**config.mk**
```make
export PLATFORM = sky130hd
export DESIGN_NAME = dtp_top
export DESIGN_NICKNAME = d
export VERILOG_FILES = /design/src/verilog/dtp_channel.v /design/src/verilog/dtp_top.v
export VERILOG_INCLUDE_DIRS = /design/src /design/src/verilog
export SDC_FILE = /design/constraint.sdc
export NUM_CORES = 1
export LEC_CHECK = 0
export BUFFER_PORTS_ARGS = -buffer_cell sky130_fd_sc_hd__buf_2
export CORE_ASPECT_RATIO = 0.6
export CORE_MARGIN = 2
export CORE_UTILIZATION = 65
export CTS_BUF_LIST = sky130_fd_sc_hd__clkbuf_2
export DETAILED_ROUTE_END_ITERATION = 16
export PLACE_DENSITY = 0.83
export SYNTH_ARGS = -nofsm -noshare
export SYNTH_HDL_FRONTEND = slang
export SYNTH_HIERARCHICAL = 1
export SYNTH_SLANG_ARGS = --single-unit
```
**constraint.sdc**
```tcl
create_clock -name CORE_CLK -period 3.9 [get_ports CORE_CLK]
set_input_delay 0.39 -clock CORE_CLK [delete_from_list [all_inputs] [get_ports CORE_CLK]]
set_output_delay 0.39 -clock CORE_CLK [all_outputs]
set_load 0.02 [all_outputs]
```
**src/verilog/dtp_defines.vh**
```
`ifndef DTP_DEFINES_VH
`define DTP_DEFINES_VH

// register indices on the plain register port
`define DTP_ADDR_W 4
`define DTP_REG_PSEL 4'h0
`define DTP_REG_A_MODE 4'h1
`define DTP_REG_A_PER 4'h2
`define DTP_REG_A_DUTY 4'h3
`define DTP_REG_A_HIGH 4'h4
`define DTP_REG_B_MODE 4'h5
`define DTP_REG_B_PER 4'h6
`define DTP_REG_B_DUTY 4'h7
`define DTP_REG_B_HIGH 4'h8
`define DTP_REG_A_CNT_LO 4'h9
`define DTP_REG_B_CNT_LO 4'hA
`define DTP_REG_STATUS 4'hB

// port select register fields
`define DTP_PSEL_A_OE 0
`define DTP_PSEL_B_OE 1

// timer mode register fields
`define DTP_MODE_START 0
`define DTP_MODE_CK_LO 2
`define DTP_MODE_CK_HI 3
`define DTP_MODE_PWM 5
`define DTP_MODE_POL 7

// high-bits register fields
`define DTP_HIGH_DUTY_LO 0
`define DTP_HIGH_DUTY_HI 1
`define DTP_HIGH_PER_LO 2
`define DTP_HIGH_PER_HI 3

`define DTP_RESET_BYTE 8'h00

// counting source: one count per source period
`define DTP_CLK_PERIOD_NS 10
`define DTP_SRC0_NS 250
`define DTP_SRC1_NS 500
`define DTP_SRC2_NS 2000
`define DTP_SRC0_CYC (`DTP_SRC0_NS / `DTP_CLK_PERIOD_NS)
`define DTP_SRC1_CYC (`DTP_SRC1_NS / `DTP_CLK_PERIOD_NS)
`define DTP_SRC2_CYC (`DTP_SRC2_NS / `DTP_CLK_PERIOD_NS)

`endif

```
**src/verilog/dtp_channel.v**
```verilog
`timescale 1ns/100ps
`include "dtp_defines.vh"

module dtp_channel #(
  parameter RES = 10,
  parameter DIV_W = 8
) (
  input wire clk,
  input wire rst_n,
  input wire run,
  input wire pwm_mode,
  input wire output_polarity,
  input wire [1:0] clock_select,
  input wire [RES-1:0] period,
  input wire [RES-1:0] duty_master,
  output reg wave_q,
  output reg [RES-1:0] count_q,
  output reg [RES-1:0] duty_slave_q
);

  reg [DIV_W-1:0] pre_q;
  reg [DIV_W-1:0] pre_top;
  wire tick;
  wire at_period;
  wire [RES-1:0] count_next;
  wire [RES-1:0] duty_next;
  reg wave_d;

  localparam [31:0] TOP0 = `DTP_SRC0_CYC - 1;
  localparam [31:0] TOP1 = `DTP_SRC1_CYC - 1;
  localparam [31:0] TOP2 = `DTP_SRC2_CYC - 1;

  // source tick period chosen by the two-bit clock select
  always @* begin
    case (clock_select)
      2'h0: pre_top = TOP0[DIV_W-1:0];
      2'h1: pre_top = TOP1[DIV_W-1:0];
      2'h2: pre_top = TOP2[DIV_W-1:0];
      default: pre_top = TOP2[DIV_W-1:0];
    endcase
  end

  assign tick = run && (pre_q == pre_top);
  assign at_period = (count_q == period);
  assign count_next = at_period ? {RES{1'b0}} : count_q + 1'b1;
  // while running in pwm mode, master duty moves to the slave only at the period match
  assign duty_next = at_period ? duty_master : duty_slave_q;

  // active level while count is below the buffered duty, inverse after;
  // duty == period keeps active, duty zero keeps inactive
  always @* begin
    if (duty_next == {RES{1'b0}})
      wave_d = ~output_polarity;
    else if (duty_next == period)
      wave_d = output_polarity;
    else if (count_next < duty_next)
      wave_d = output_polarity;
    else
      wave_d = ~output_polarity;
  end

  always @(posedge clk or negedge rst_n) begin
    if (!rst_n) begin
      pre_q <= {DIV_W{1'b0}};
      count_q <= {RES{1'b0}};
      duty_slave_q <= {RES{1'b0}};
      wave_q <= 1'b0;
    end else begin
      if (!run) begin
        pre_q <= {DIV_W{1'b0}};
      end else if (tick) begin
        pre_q <= {DIV_W{1'b0}};
      end else begin
        pre_q <= pre_q + 1'b1;
      end
      if (!pwm_mode) begin
        // not modulating (pwm bit clear): idle inactive, slave tracks master
        count_q <= {RES{1'b0}};
        duty_slave_q <= duty_master;
        wave_q <= ~output_polarity;
      end else if (tick) begin
        count_q <= count_next;
        duty_slave_q <= duty_next;
        wave_q <= wave_d;
      end else if (!run) begin
        // stopped: slave follows master so the first cycle uses new duty
        duty_slave_q <= duty_master;
      end
    end
  end

endmodule

```
**src/verilog/dtp_top.v**
```verilog
// Decided for this implementation: the placing of the registers and strobed register access.
`timescale 1ns/100ps
`include "dtp_defines.vh"

// Contract
// - two PWM channels, own pins, 10-bit
// - pin driven only when enable bit set
// - period: low byte plus high bits 3:2
// - duty: low byte plus high bits 1:0
// - duty buffered, copied at period match
// - running duty change waits period end
// - period-only change keeps current duty
// - polarity bit selects active level
// - duty equals period: constant active level
// - duty zero: constant inactive level
// - clock select picks counting source rate
module dtp_top #(
  parameter RES = 10,
  parameter DIV_W = 8
) (
  input wire CORE_CLK,
  input wire RST_N,
  input wire [`DTP_ADDR_W-1:0] ADDR,
  input wire [7:0] WDATA,
  input wire WR,
  input wire RD,
  output reg [7:0] RDATA,
  output reg PORT_PIN_A_OUT,
  output reg PORT_PIN_A_OE,
  output reg PORT_PIN_B_OUT,
  output reg PORT_PIN_B_OE
);

  reg [7:0] port_select_reg_zero_q;
  reg [7:0] timer_b_mode_reg_q;
  reg [7:0] timer_d_mode_reg_q;
  reg [7:0] ch_a_period_low_q;
  reg [7:0] ch_b_period_low_q;
  reg [7:0] ch_a_duty_low_q;
  reg [7:0] ch_b_duty_low_q;
  reg [7:0] ch_a_high_bits_q;
  reg [7:0] ch_b_high_bits_q;
  reg [7:0] rdata_d;

  wire [RES-1:0] a_period;
  wire [RES-1:0] b_period;
  wire [RES-1:0] a_duty;
  wire [RES-1:0] b_duty;
  wire pwm_ch_a_out;
  wire pwm_ch_b_out;
  wire [RES-1:0] a_count;
  wire [RES-1:0] b_count;
  wire [RES-1:0] a_slave;
  wire [RES-1:0] b_slave;
  wire pwm_ch_a_pin_enable;
  wire pwm_ch_b_pin_enable;

  function is_write;
    input [`DTP_ADDR_W-1:0] a;
    input [`DTP_ADDR_W-1:0] target;
    begin
      is_write = WR && (a == target);
    end
  endfunction

  // 10-bit values are assembled from the low byte and two high bits
  assign a_period = {ch_a_high_bits_q[`DTP_HIGH_PER_HI:`DTP_HIGH_PER_LO],
                     ch_a_period_low_q};
  assign b_period = {ch_b_high_bits_q[`DTP_HIGH_PER_HI:`DTP_HIGH_PER_LO],
                     ch_b_period_low_q};
  assign a_duty = {ch_a_high_bits_q[`DTP_HIGH_DUTY_HI:`DTP_HIGH_DUTY_LO],
                   ch_a_duty_low_q};
  assign b_duty = {ch_b_high_bits_q[`DTP_HIGH_DUTY_HI:`DTP_HIGH_DUTY_LO],
                   ch_b_duty_low_q};

  assign pwm_ch_a_pin_enable = port_select_reg_zero_q[`DTP_PSEL_A_OE];
  assign pwm_ch_b_pin_enable = port_select_reg_zero_q[`DTP_PSEL_B_OE];

  // a period write never touches the slave duty, so the active-level time is
  // kept while the frequency changes
  dtp_channel #(.RES(RES), .DIV_W(DIV_W)) u_ch_a (
    .clk(CORE_CLK),
    .rst_n(RST_N),
    .run(timer_b_mode_reg_q[`DTP_MODE_START]),
    .pwm_mode(timer_b_mode_reg_q[`DTP_MODE_PWM]),
    .output_polarity(timer_b_mode_reg_q[`DTP_MODE_POL]),
    .clock_select(timer_b_mode_reg_q[`DTP_MODE_CK_HI:`DTP_MODE_CK_LO]),
    .period(a_period),
    .duty_master(a_duty),
    .wave_q(pwm_ch_a_out),
    .count_q(a_count),
    .duty_slave_q(a_slave)
  );

  dtp_channel #(.RES(RES), .DIV_W(DIV_W)) u_ch_b (
    .clk(CORE_CLK),
    .rst_n(RST_N),
    .run(timer_d_mode_reg_q[`DTP_MODE_START]),
    .pwm_mode(timer_d_mode_reg_q[`DTP_MODE_PWM]),
    .output_polarity(timer_d_mode_reg_q[`DTP_MODE_POL]),
    .clock_select(timer_d_mode_reg_q[`DTP_MODE_CK_HI:`DTP_MODE_CK_LO]),
    .period(b_period),
    .duty_master(b_duty),
    .wave_q(pwm_ch_b_out),
    .count_q(b_count),
    .duty_slave_q(b_slave)
  );

  always @* begin
    case (ADDR)
      `DTP_REG_PSEL: rdata_d = port_select_reg_zero_q;
      `DTP_REG_A_MODE: rdata_d = timer_b_mode_reg_q;
      `DTP_REG_A_PER: rdata_d = ch_a_period_low_q;
      `DTP_REG_A_DUTY: rdata_d = ch_a_duty_low_q;
      `DTP_REG_A_HIGH: rdata_d = {4'h0, ch_a_high_bits_q[3:0]};
      `DTP_REG_B_MODE: rdata_d = timer_d_mode_reg_q;
      `DTP_REG_B_PER: rdata_d = ch_b_period_low_q;
      `DTP_REG_B_DUTY: rdata_d = ch_b_duty_low_q;
      `DTP_REG_B_HIGH: rdata_d = {4'h0, ch_b_high_bits_q[3:0]};
      `DTP_REG_A_CNT_LO: rdata_d = a_count[7:0];
      `DTP_REG_B_CNT_LO: rdata_d = b_count[7:0];
      `DTP_REG_STATUS: rdata_d = {a_count[9:8], b_count[9:8],
                                  a_slave[9:8], b_slave[9:8]};
      default: rdata_d = 8'h00;
    endcase
  end

  always @(posedge CORE_CLK or negedge RST_N) begin
    if (!RST_N) begin
      port_select_reg_zero_q <= `DTP_RESET_BYTE;
      timer_b_mode_reg_q <= `DTP_RESET_BYTE;
      timer_d_mode_reg_q <= `DTP_RESET_BYTE;
      ch_a_period_low_q <= `DTP_RESET_BYTE;
      ch_b_period_low_q <= `DTP_RESET_BYTE;
      ch_a_duty_low_q <= `DTP_RESET_BYTE;
      ch_b_duty_low_q <= `DTP_RESET_BYTE;
      ch_a_high_bits_q <= `DTP_RESET_BYTE;
      ch_b_high_bits_q <= `DTP_RESET_BYTE;
      RDATA <= 8'h00;
      PORT_PIN_A_OUT <= 1'b0;
      PORT_PIN_A_OE <= 1'b0;
      PORT_PIN_B_OUT <= 1'b0;
      PORT_PIN_B_OE <= 1'b0;
    end else begin
      // writes while running land at once; only the duty is shielded
      // by the slave copy, which is why software stops the clock first
      if (is_write(ADDR, `DTP_REG_PSEL))
        port_select_reg_zero_q <= WDATA;
      if (is_write(ADDR, `DTP_REG_A_MODE))
        timer_b_mode_reg_q <= WDATA;
      if (is_write(ADDR, `DTP_REG_B_MODE))
        timer_d_mode_reg_q <= WDATA;
      if (is_write(ADDR, `DTP_REG_A_PER))
        ch_a_period_low_q <= WDATA;
      if (is_write(ADDR, `DTP_REG_B_PER))
        ch_b_period_low_q <= WDATA;
      if (is_write(ADDR, `DTP_REG_A_DUTY))
        ch_a_duty_low_q <= WDATA;
      if (is_write(ADDR, `DTP_REG_B_DUTY))
        ch_b_duty_low_q <= WDATA;
      if (is_write(ADDR, `DTP_REG_A_HIGH))
        ch_a_high_bits_q <= {4'h0, WDATA[3:0]};
      if (is_write(ADDR, `DTP_REG_B_HIGH))
        ch_b_high_bits_q <= {4'h0, WDATA[3:0]};
      RDATA <= RD ? rdata_d : 8'h00;
      // pin carries the wave only with its enable set
      PORT_PIN_A_OUT <= pwm_ch_a_pin_enable & pwm_ch_a_out;
      PORT_PIN_A_OE <= pwm_ch_a_pin_enable;
      PORT_PIN_B_OUT <= pwm_ch_b_pin_enable & pwm_ch_b_out;
      PORT_PIN_B_OE <= pwm_ch_b_pin_enable;
    end
  end

endmodule
```
==> flow_summary_export.csv, run 1 <==
group,metric,value,unit
status,status,"finished, final reports clean",
synth,ys_warn_count,6,
pwr,peakVddDrop,347,uV
synth,synthMostInstantiatedCell,"dfrtp_1",
clocking,clk-insertion-delay-late,0.71,ns
synth,ys_top_cells_by_count,"dfrtp_1, mux2_2, xnor2_1",
global_route,antenna_found_initial,0,
pwr,swShare,39.0,%
run,maxCapViolCount,0,
synth,async_flop_share,100,%
synth,yosysTopAreaCellShare,39.8,%
drt,num_vias,6730,
placement,gp_congestion,0.984,
cells_and_area,seq_area,3350,sq um
floorplan,coreArea,12700,sq um
drt,via_per_inst,6.81,
drt,post_drt_wl_per_cell,26.2,um
critical_path,cp.required,4.52,ns
synth,synth_top_family_by_area,"simple AND/OR/NAND/NOR gates",
clocking,clock_path_buffers,2,
synth,synthMuxAreaShare,17.8,%
sta,timing.final.ws_setup,0.406,ns
critical_path,path_max_fanout,9,
critical_path,cp-start-kind,"flip-flop",
synth,synth_area,8430,sq um
clocking,root_buffer,"clkbuf_2",
pwr,netSwitchingPower,1.70,mW
placement,hpwl,18.9,mm
sta,finClkSkew,0.0454,ns
cells_and_area,n_fill_cell,907,
critical_path,cp.arrival,4.12,ns
clocking,cts.sinks,134,
pwr,internal_power,2.66,mW
hold_path,hold_path_class,"in2reg",
pwr,p_comb_share,28.3,%
critical_path,cp-end-kind,"flip-flop",
pwr,p_leak,3.93,nW
pwr,power.total,4.36,mW
sta,drv_slew,0,
sta,tns,0,ns
synth,synth-compound-area-share,10.4,%
synth,ys_top_cells_by_area,"dfrtp_1, mux2_2, xnor2_1",
synth,synthDistinctLibCells,80,
clocking,path_clk_slew,0.25,ns
synth,ys_seq_area_share,39.8,%
synth,synth-seq-cells,134,
drt,detail-route-antenna-nets,0,
sta,period_share,89.6,%
cells_and_area,antenna_cells,0,
global_route,grt_pass1_wl,40.1,mm
floorplan,io_pins,28,
synth,syn_area_per_cell,10.9,sq um
synth,synthSimpleGateAreaFrac,18.2,%
global_route,grt_pass1_vias,6602,
sta,setup-violations-final,0,
clocking,cts_buffers,17,
synth,synth_cells,770,
placement,pre_cts_ws,0.590,ns
drt,drc,0,
pwr,p_per_area,484,nW/um^2
pwr,clkPwrFrac,22.6,%
sta,fin_crit,3.49,ns
drt,drtIter0Drc,1050,
cells_and_area,fin_nets,843,
drt,wirelength,25.9,mm
sta,hold_viol,0,
placement,portBuffers,27,
floorplan,fp.dieW,151,um
pwr,power.share.sequential,49.2,%
global_route,grt_usage,39.4,%
floorplan,design.die.area,13900,sq um
synth,syn-num-nets,808,
clocking,htree_levels,4,
sta,rsz0062_at_grt,"false",
sta,fmax,286,MHz
clocking,cts_tree,"built",
floorplan,die_h,92.2,um
synth,synth_area_leader_cell,"dfrtp_1",
clocking,cts_resized,0,
sta,maxSlewHeadroom,35.9,%
cells_and_area,syn2layout_area_growth,6.86,%
cells_and_area,drive_gt1_share,25.3,%
synth,ys.flop_type,"dfrtp_1",
drt,drt_first_pass_iters,5,
floorplan,placementRows,32,
global_route,gr-total-overflow,0,
synth,synth_xor_area_share,7.90,%
clocking,cts_setup_buffers,0,
sta,tightest_slew,0.961,ns
synth,synth_fa_ha_area_share,3.27,%
cells_and_area,multi_input_area,4850,sq um
floorplan,initial_core_util,66.2,%
critical_path,worstSetupPathType,"reg2reg",
global_route,grt_max_degree,102,
synth,synth_edf_count,0,
-- cells in the final DEF (no fill, tap or decap), types with 5 or more instances in the layout --
cell      synthesis  routed
a21oi_1          14      14
o22ai_1          11      11
mux2_4           20      20
o21ai_0          11      11
nand4_1          16      16
xnor2_1          58      58
a31oi_1           6       6
ha_1             22      22
and2_1            8       8
clkbuf_2          0      17
dfrtp_1         134     134
a21boi_0          8       8
nor2_1           50      50
a21o_1            6       6
buf_2            12      26
nor2b_1          22      22
xor2_1           18      18
inv_1            10      10
nand3_1          21      21
nor3_1            8       8
and3_1           15      15
nand2_1          45      45
nor4_1           10      10
nor3b_1           5       5
buf_4             4      13
nand3b_1          8       8
mux2i_1          37      37
mux2_2           71      71
-- state kept, by name (all words and copies together) (netlist names), 8 cells and up --
name / count
RDATA: 8
ch_a_duty_low_q: 8
ch_a_period_low_q: 8
ch_b_duty_low_q: 8
ch_b_period_low_q: 8
port_select_reg_zero_q: 8
timer_b_mode_reg_q: 8
timer_d_mode_reg_q: 8
u_ch_a/count_q: 10
u_ch_a/duty_slave_q: 10
u_ch_a/pre_q: 8
u_ch_b/count_q: 10
u_ch_b/duty_slave_q: 10
u_ch_b/pre_q: 8
-- power by group through the flow --
stage | Clock [mW] | Combinational (mW) | Sequential (mW)
detailed placement | 0 | 1.20 | 2.15
global placement | 0 | 1.15 | 2.13
floorplan | 0 | 0.920 | 1.94
CTS | 0.988 | 1.21 | 2.12
finish | 0.984 | 1.23 | 2.14
global route | 1.05 | 1.33 | 2.17
-- stage by stage --
stage                     instances  util, %  hold WS (ns)  area, sq um
after global placement          954     68.4         0.415         8710
after floorplan                 770        -        0.0944         8430
after CTS                       987     70.7        0.0158         9000
after global routing            988     70.7       0.00624         9010
after detailed placement        954     68.4         0.441         8710
final                           988     70.7        0.0552         9010
-- critical path: stages (launching register included) --
cell,delay (ns)
dfrtp_1,0.56
xnor2_1,0.25
nand4_2,0.19
nor3_4,0.48
mux2i_1,0.29
ha_1,0.28
a21o_1,0.16
a21o_1,0.17
a211oi_1,0.32
o21ai_0,0.16
a21oi_1,0.19
o21ai_1,0.10
a311oi_1,0.26
-- metal layers --
layer  vias to the layer above  global-route usage, %  routed length, um
li1                       2906                      -                  -
met3                        31                   17.1               3800
met5                         -                   3.46                  0
met4                         0                   6.85                248
met1                      3357                   60.2              11500
met2                       436                   51.3              10300
-- kinds of logic after synthesis --
kind of cell / after synthesis
buf+inv: 38
compound gates: 111
xor+xnor: 76
fa+ha+maj: 22
flops: 134
mux: 131
simple gates: 258
-- worst paths after layout --
| kind | startpoint | cells after the start | slack (ns) | end |
|---|---|---|---|---|
| max in group asynchronous | RST_N | 3 | 2.72 | u_ch_a/duty_slave_q[1] |
| setup reg to reg | ch_b_period_low_q[6] | 12 | 0.41 | u_ch_b/wave_q |
| setup / recovery | ch_b_period_low_q[6] | 12 | 0.41 | u_ch_b/wave_q |
| hold reg to reg | port_select_reg_zero_q[0] | 0 | 0.49 | PORT_PIN_A_OE |
| hold / removal | RD | 3 | 0.06 | RDATA[6] |
| min in group asynchronous | RST_N | 2 | 0.33 | ch_b_duty_low_q[5] |
-- cell type report --
cell class | instances | share of cell area, %
Clock buffer | 17 | 0.945
Clock inverter | 15 | 2.15
Inverter | 12 | 0.556
Multi-Input combinational cell | 598 | 53.9
Sequential cell | 134 | 37.2
Tap cell | 170 | 2.36
Timing Repair Buffer | 42 | 2.88
-- timing repair --
item	4_1_cts	5_1_grt
endpoints found under the setup margin	0	0
hold buffers	1	1
endpoints found under the hold margin	99	1
(Power assumes the default switching activity.)
==> run 2, diff against run 1 <==
--- a/config.mk
+++ b/config.mk
@@ -12,6 +12,8 @@
 export CORE_UTILIZATION = 65
 export CTS_BUF_LIST = sky130_fd_sc_hd__clkbuf_2
 export DETAILED_ROUTE_END_ITERATION = 16
+export HOLD_SLACK_MARGIN = 0.12
+export MAX_ROUTING_LAYER = met4
 export PLACE_DENSITY = 0.83
 export SYNTH_ARGS = -nofsm -noshare
 export SYNTH_HDL_FRONTEND = slang
==> flow_summary_export.csv, run 2 (synthesized netlist as in run 1, its figures left out) <==
group,metric,value,unit
status,status,"finished, final reports clean",
hold_path,min_from,"WR",
clocking,cts_buffers,17,
global_route,antenna_found_initial,1,
sta,drv_slew,0,
cells_and_area,drive_gt1_share,25.1,%
clocking,cts_resized,0,
sta,setup-violations-final,0,
pwr,p_leak,3.96,nW
placement,hpwl,18.7,mm
sta,finClkSkew,0.0365,ns
sta,tns,0,ns
sta,tightest_slew,0.966,ns
critical_path,cp.required,4.52,ns
floorplan,placementRows,32,
sta,fin_crit,3.48,ns
critical_path,crit-reg2reg-launch,"u_ch_b/count_q[2]",
clocking,clk-insertion-delay-late,0.71,ns
sta,period_share,89.3,%
critical_path,cp-end-kind,"flip-flop",
drt,post_drt_wl_per_cell,26.1,um
floorplan,initial_core_util,66.2,%
hold_path,hold_path_class,"in2reg",
critical_path,cp.arrival,4.10,ns
drt,detail-route-antenna-nets,0,
floorplan,design.die.area,13900,sq um
drt,drtIter0Drc,1069,
cells_and_area,final_common_cell,"dfrtp_1",
critical_path,cp-start-kind,"flip-flop",
cells_and_area,layout_common_cells,"dfrtp_1, mux2_2, xnor2_1",
drt,wirelength,26.0,mm
global_route,grt_usage,40.3,%
drt,drc,0,
clocking,path_clk_slew,0.25,ns
pwr,peakVddDrop,308,uV
critical_path,critPathLaunch,"u_ch_b/count_q[2]",
global_route,grt_max_degree,77,
cells_and_area,multi_input_area,4850,sq um
sta,rsz0062_at_grt,"false",
global_route,grt_pass1_vias,6655,
cells_and_area,syn2layout_area_growth,7.48,%
pwr,p_per_area,474,nW/um^2
clocking,htree_levels,4,
sta,maxSlewHeadroom,35.4,%
floorplan,die_h,92.2,um
cells_and_area,n_fill_cell,936,
clocking,root_buffer,"clkbuf_2",
critical_path,worstSetupPathType,"reg2reg",
floorplan,coreArea,12700,sq um
sta,hold_viol,0,
floorplan,fp.dieW,151,um
drt,drt_first_pass_iters,5,
clocking,clock_path_buffers,2,
run,maxCapViolCount,0,
cells_and_area,seq_area,3350,sq um
cells_and_area,fin_nets,851,
sta,fmax,287,MHz
hold_path,min_path_cells,3,
critical_path,path_max_fanout,12,
critical_path,reg2reg_depth,13,
global_route,grt_pass1_wl,40.1,mm
drt,via_per_inst,6.85,
placement,gp_congestion,1.04,
placement,portBuffers,27,
global_route,gr-total-overflow,0,
floorplan,io_pins,28,
drt,num_vias,6829,
cells_and_area,fin_util,71.2,%
clocking,cts.sinks,134,
pwr,power.total,4.30,mW
clocking,cts_tree,"built",
run 2: cell count changes in the layout (fill, tap and decap cells not counted), sizes merged:
| cell | change |
|---|---|
| diode | +1 |
| bufinv | -1 |
| inv | +2 |
| dlygate4sd3 | +8 |
| clkinvlp | -1 |
run 2: timing repair:
item / in CTS / in global routing
hold buffers: 10 / 0
setup buffers: 0 / 0
hold endpoints to repair: 121 / 0
run 2: power by group:
group / leakage, nW / internal [mW] / switching (mW)
Combinational: 2.09 / 0.641 / 0.584
Clock: 0.154 / 0.313 / 0.611
Sequential: 1.71 / 1.64 / 0.504
Total: 3.96 / 2.60 / 1.70
run 2: layer usage:
layer | up-vias | part of all wire [%] | global-route usage [%]
met3 | 36 | 15 | 15.9
met2 | 471 | 39 | 51.1
met1 | 3406 | 45 | 60.9
met4 | 0 | 0.68 | 6.46
li1 | 2916 | - | -
met5 | - | 0 | -
run 2: path summary, 6_finish.rpt:
| check | to | slack (ns) |
|---|---|---|
| min in group asynchronous | u_ch_a/pre_q[6] | 0.22 |
| setup reg to reg | u_ch_b/wave_q | 0.42 |
| max in group asynchronous | PORT_PIN_B_OE | 2.72 |
| hold reg to reg | PORT_PIN_A_OE | 0.45 |
| hold / removal | ch_b_high_bits_q[2] | 0.20 |
| setup / recovery | u_ch_b/wave_q | 0.42 |
run 2: cell type report:
type | count | share of cell area [%]
Clock buffer | 17 | 0.939
Inverter | 12 | 0.552
Tap cell | 170 | 2.35
Timing Repair Buffer | 50 | 3.74
Multi-Input combinational cell | 598 | 53.6
Clock inverter | 15 | 1.81
Sequential cell | 134 | 37.0
Antenna cell | 1 | 0.0276
run 2: stage by stage:
stage	instance area [sq um]	hold slack, ns	instances	worst slack [ns]
6_report	9060	0.198	997	0.418
5_1_grt	9060	0.163	997	0.149
2_1_floorplan	8430	0.0944	770	0.697
4_1_cts	9060	0.154	996	0.442
3_5_place_dp	8710	0.449	954	0.501
3_3_place_gp	8710	0.420	954	0.617
run 2: worst max-delay path, cell delays in order, from the launching register on:
cell and delay [ns]:
dfrtp_1 0.57, xnor2_1 0.29, nand4_2 0.22, nor3_4 0.22
buf_4 0.23, mux2i_1 0.21, ha_1 0.27, a21o_1 0.17
a21o_1 0.18, a211oi_1 0.23, o21ai_0 0.13, a21oi_1 0.28
o21ai_1 0.12, a311oi_1 0.28
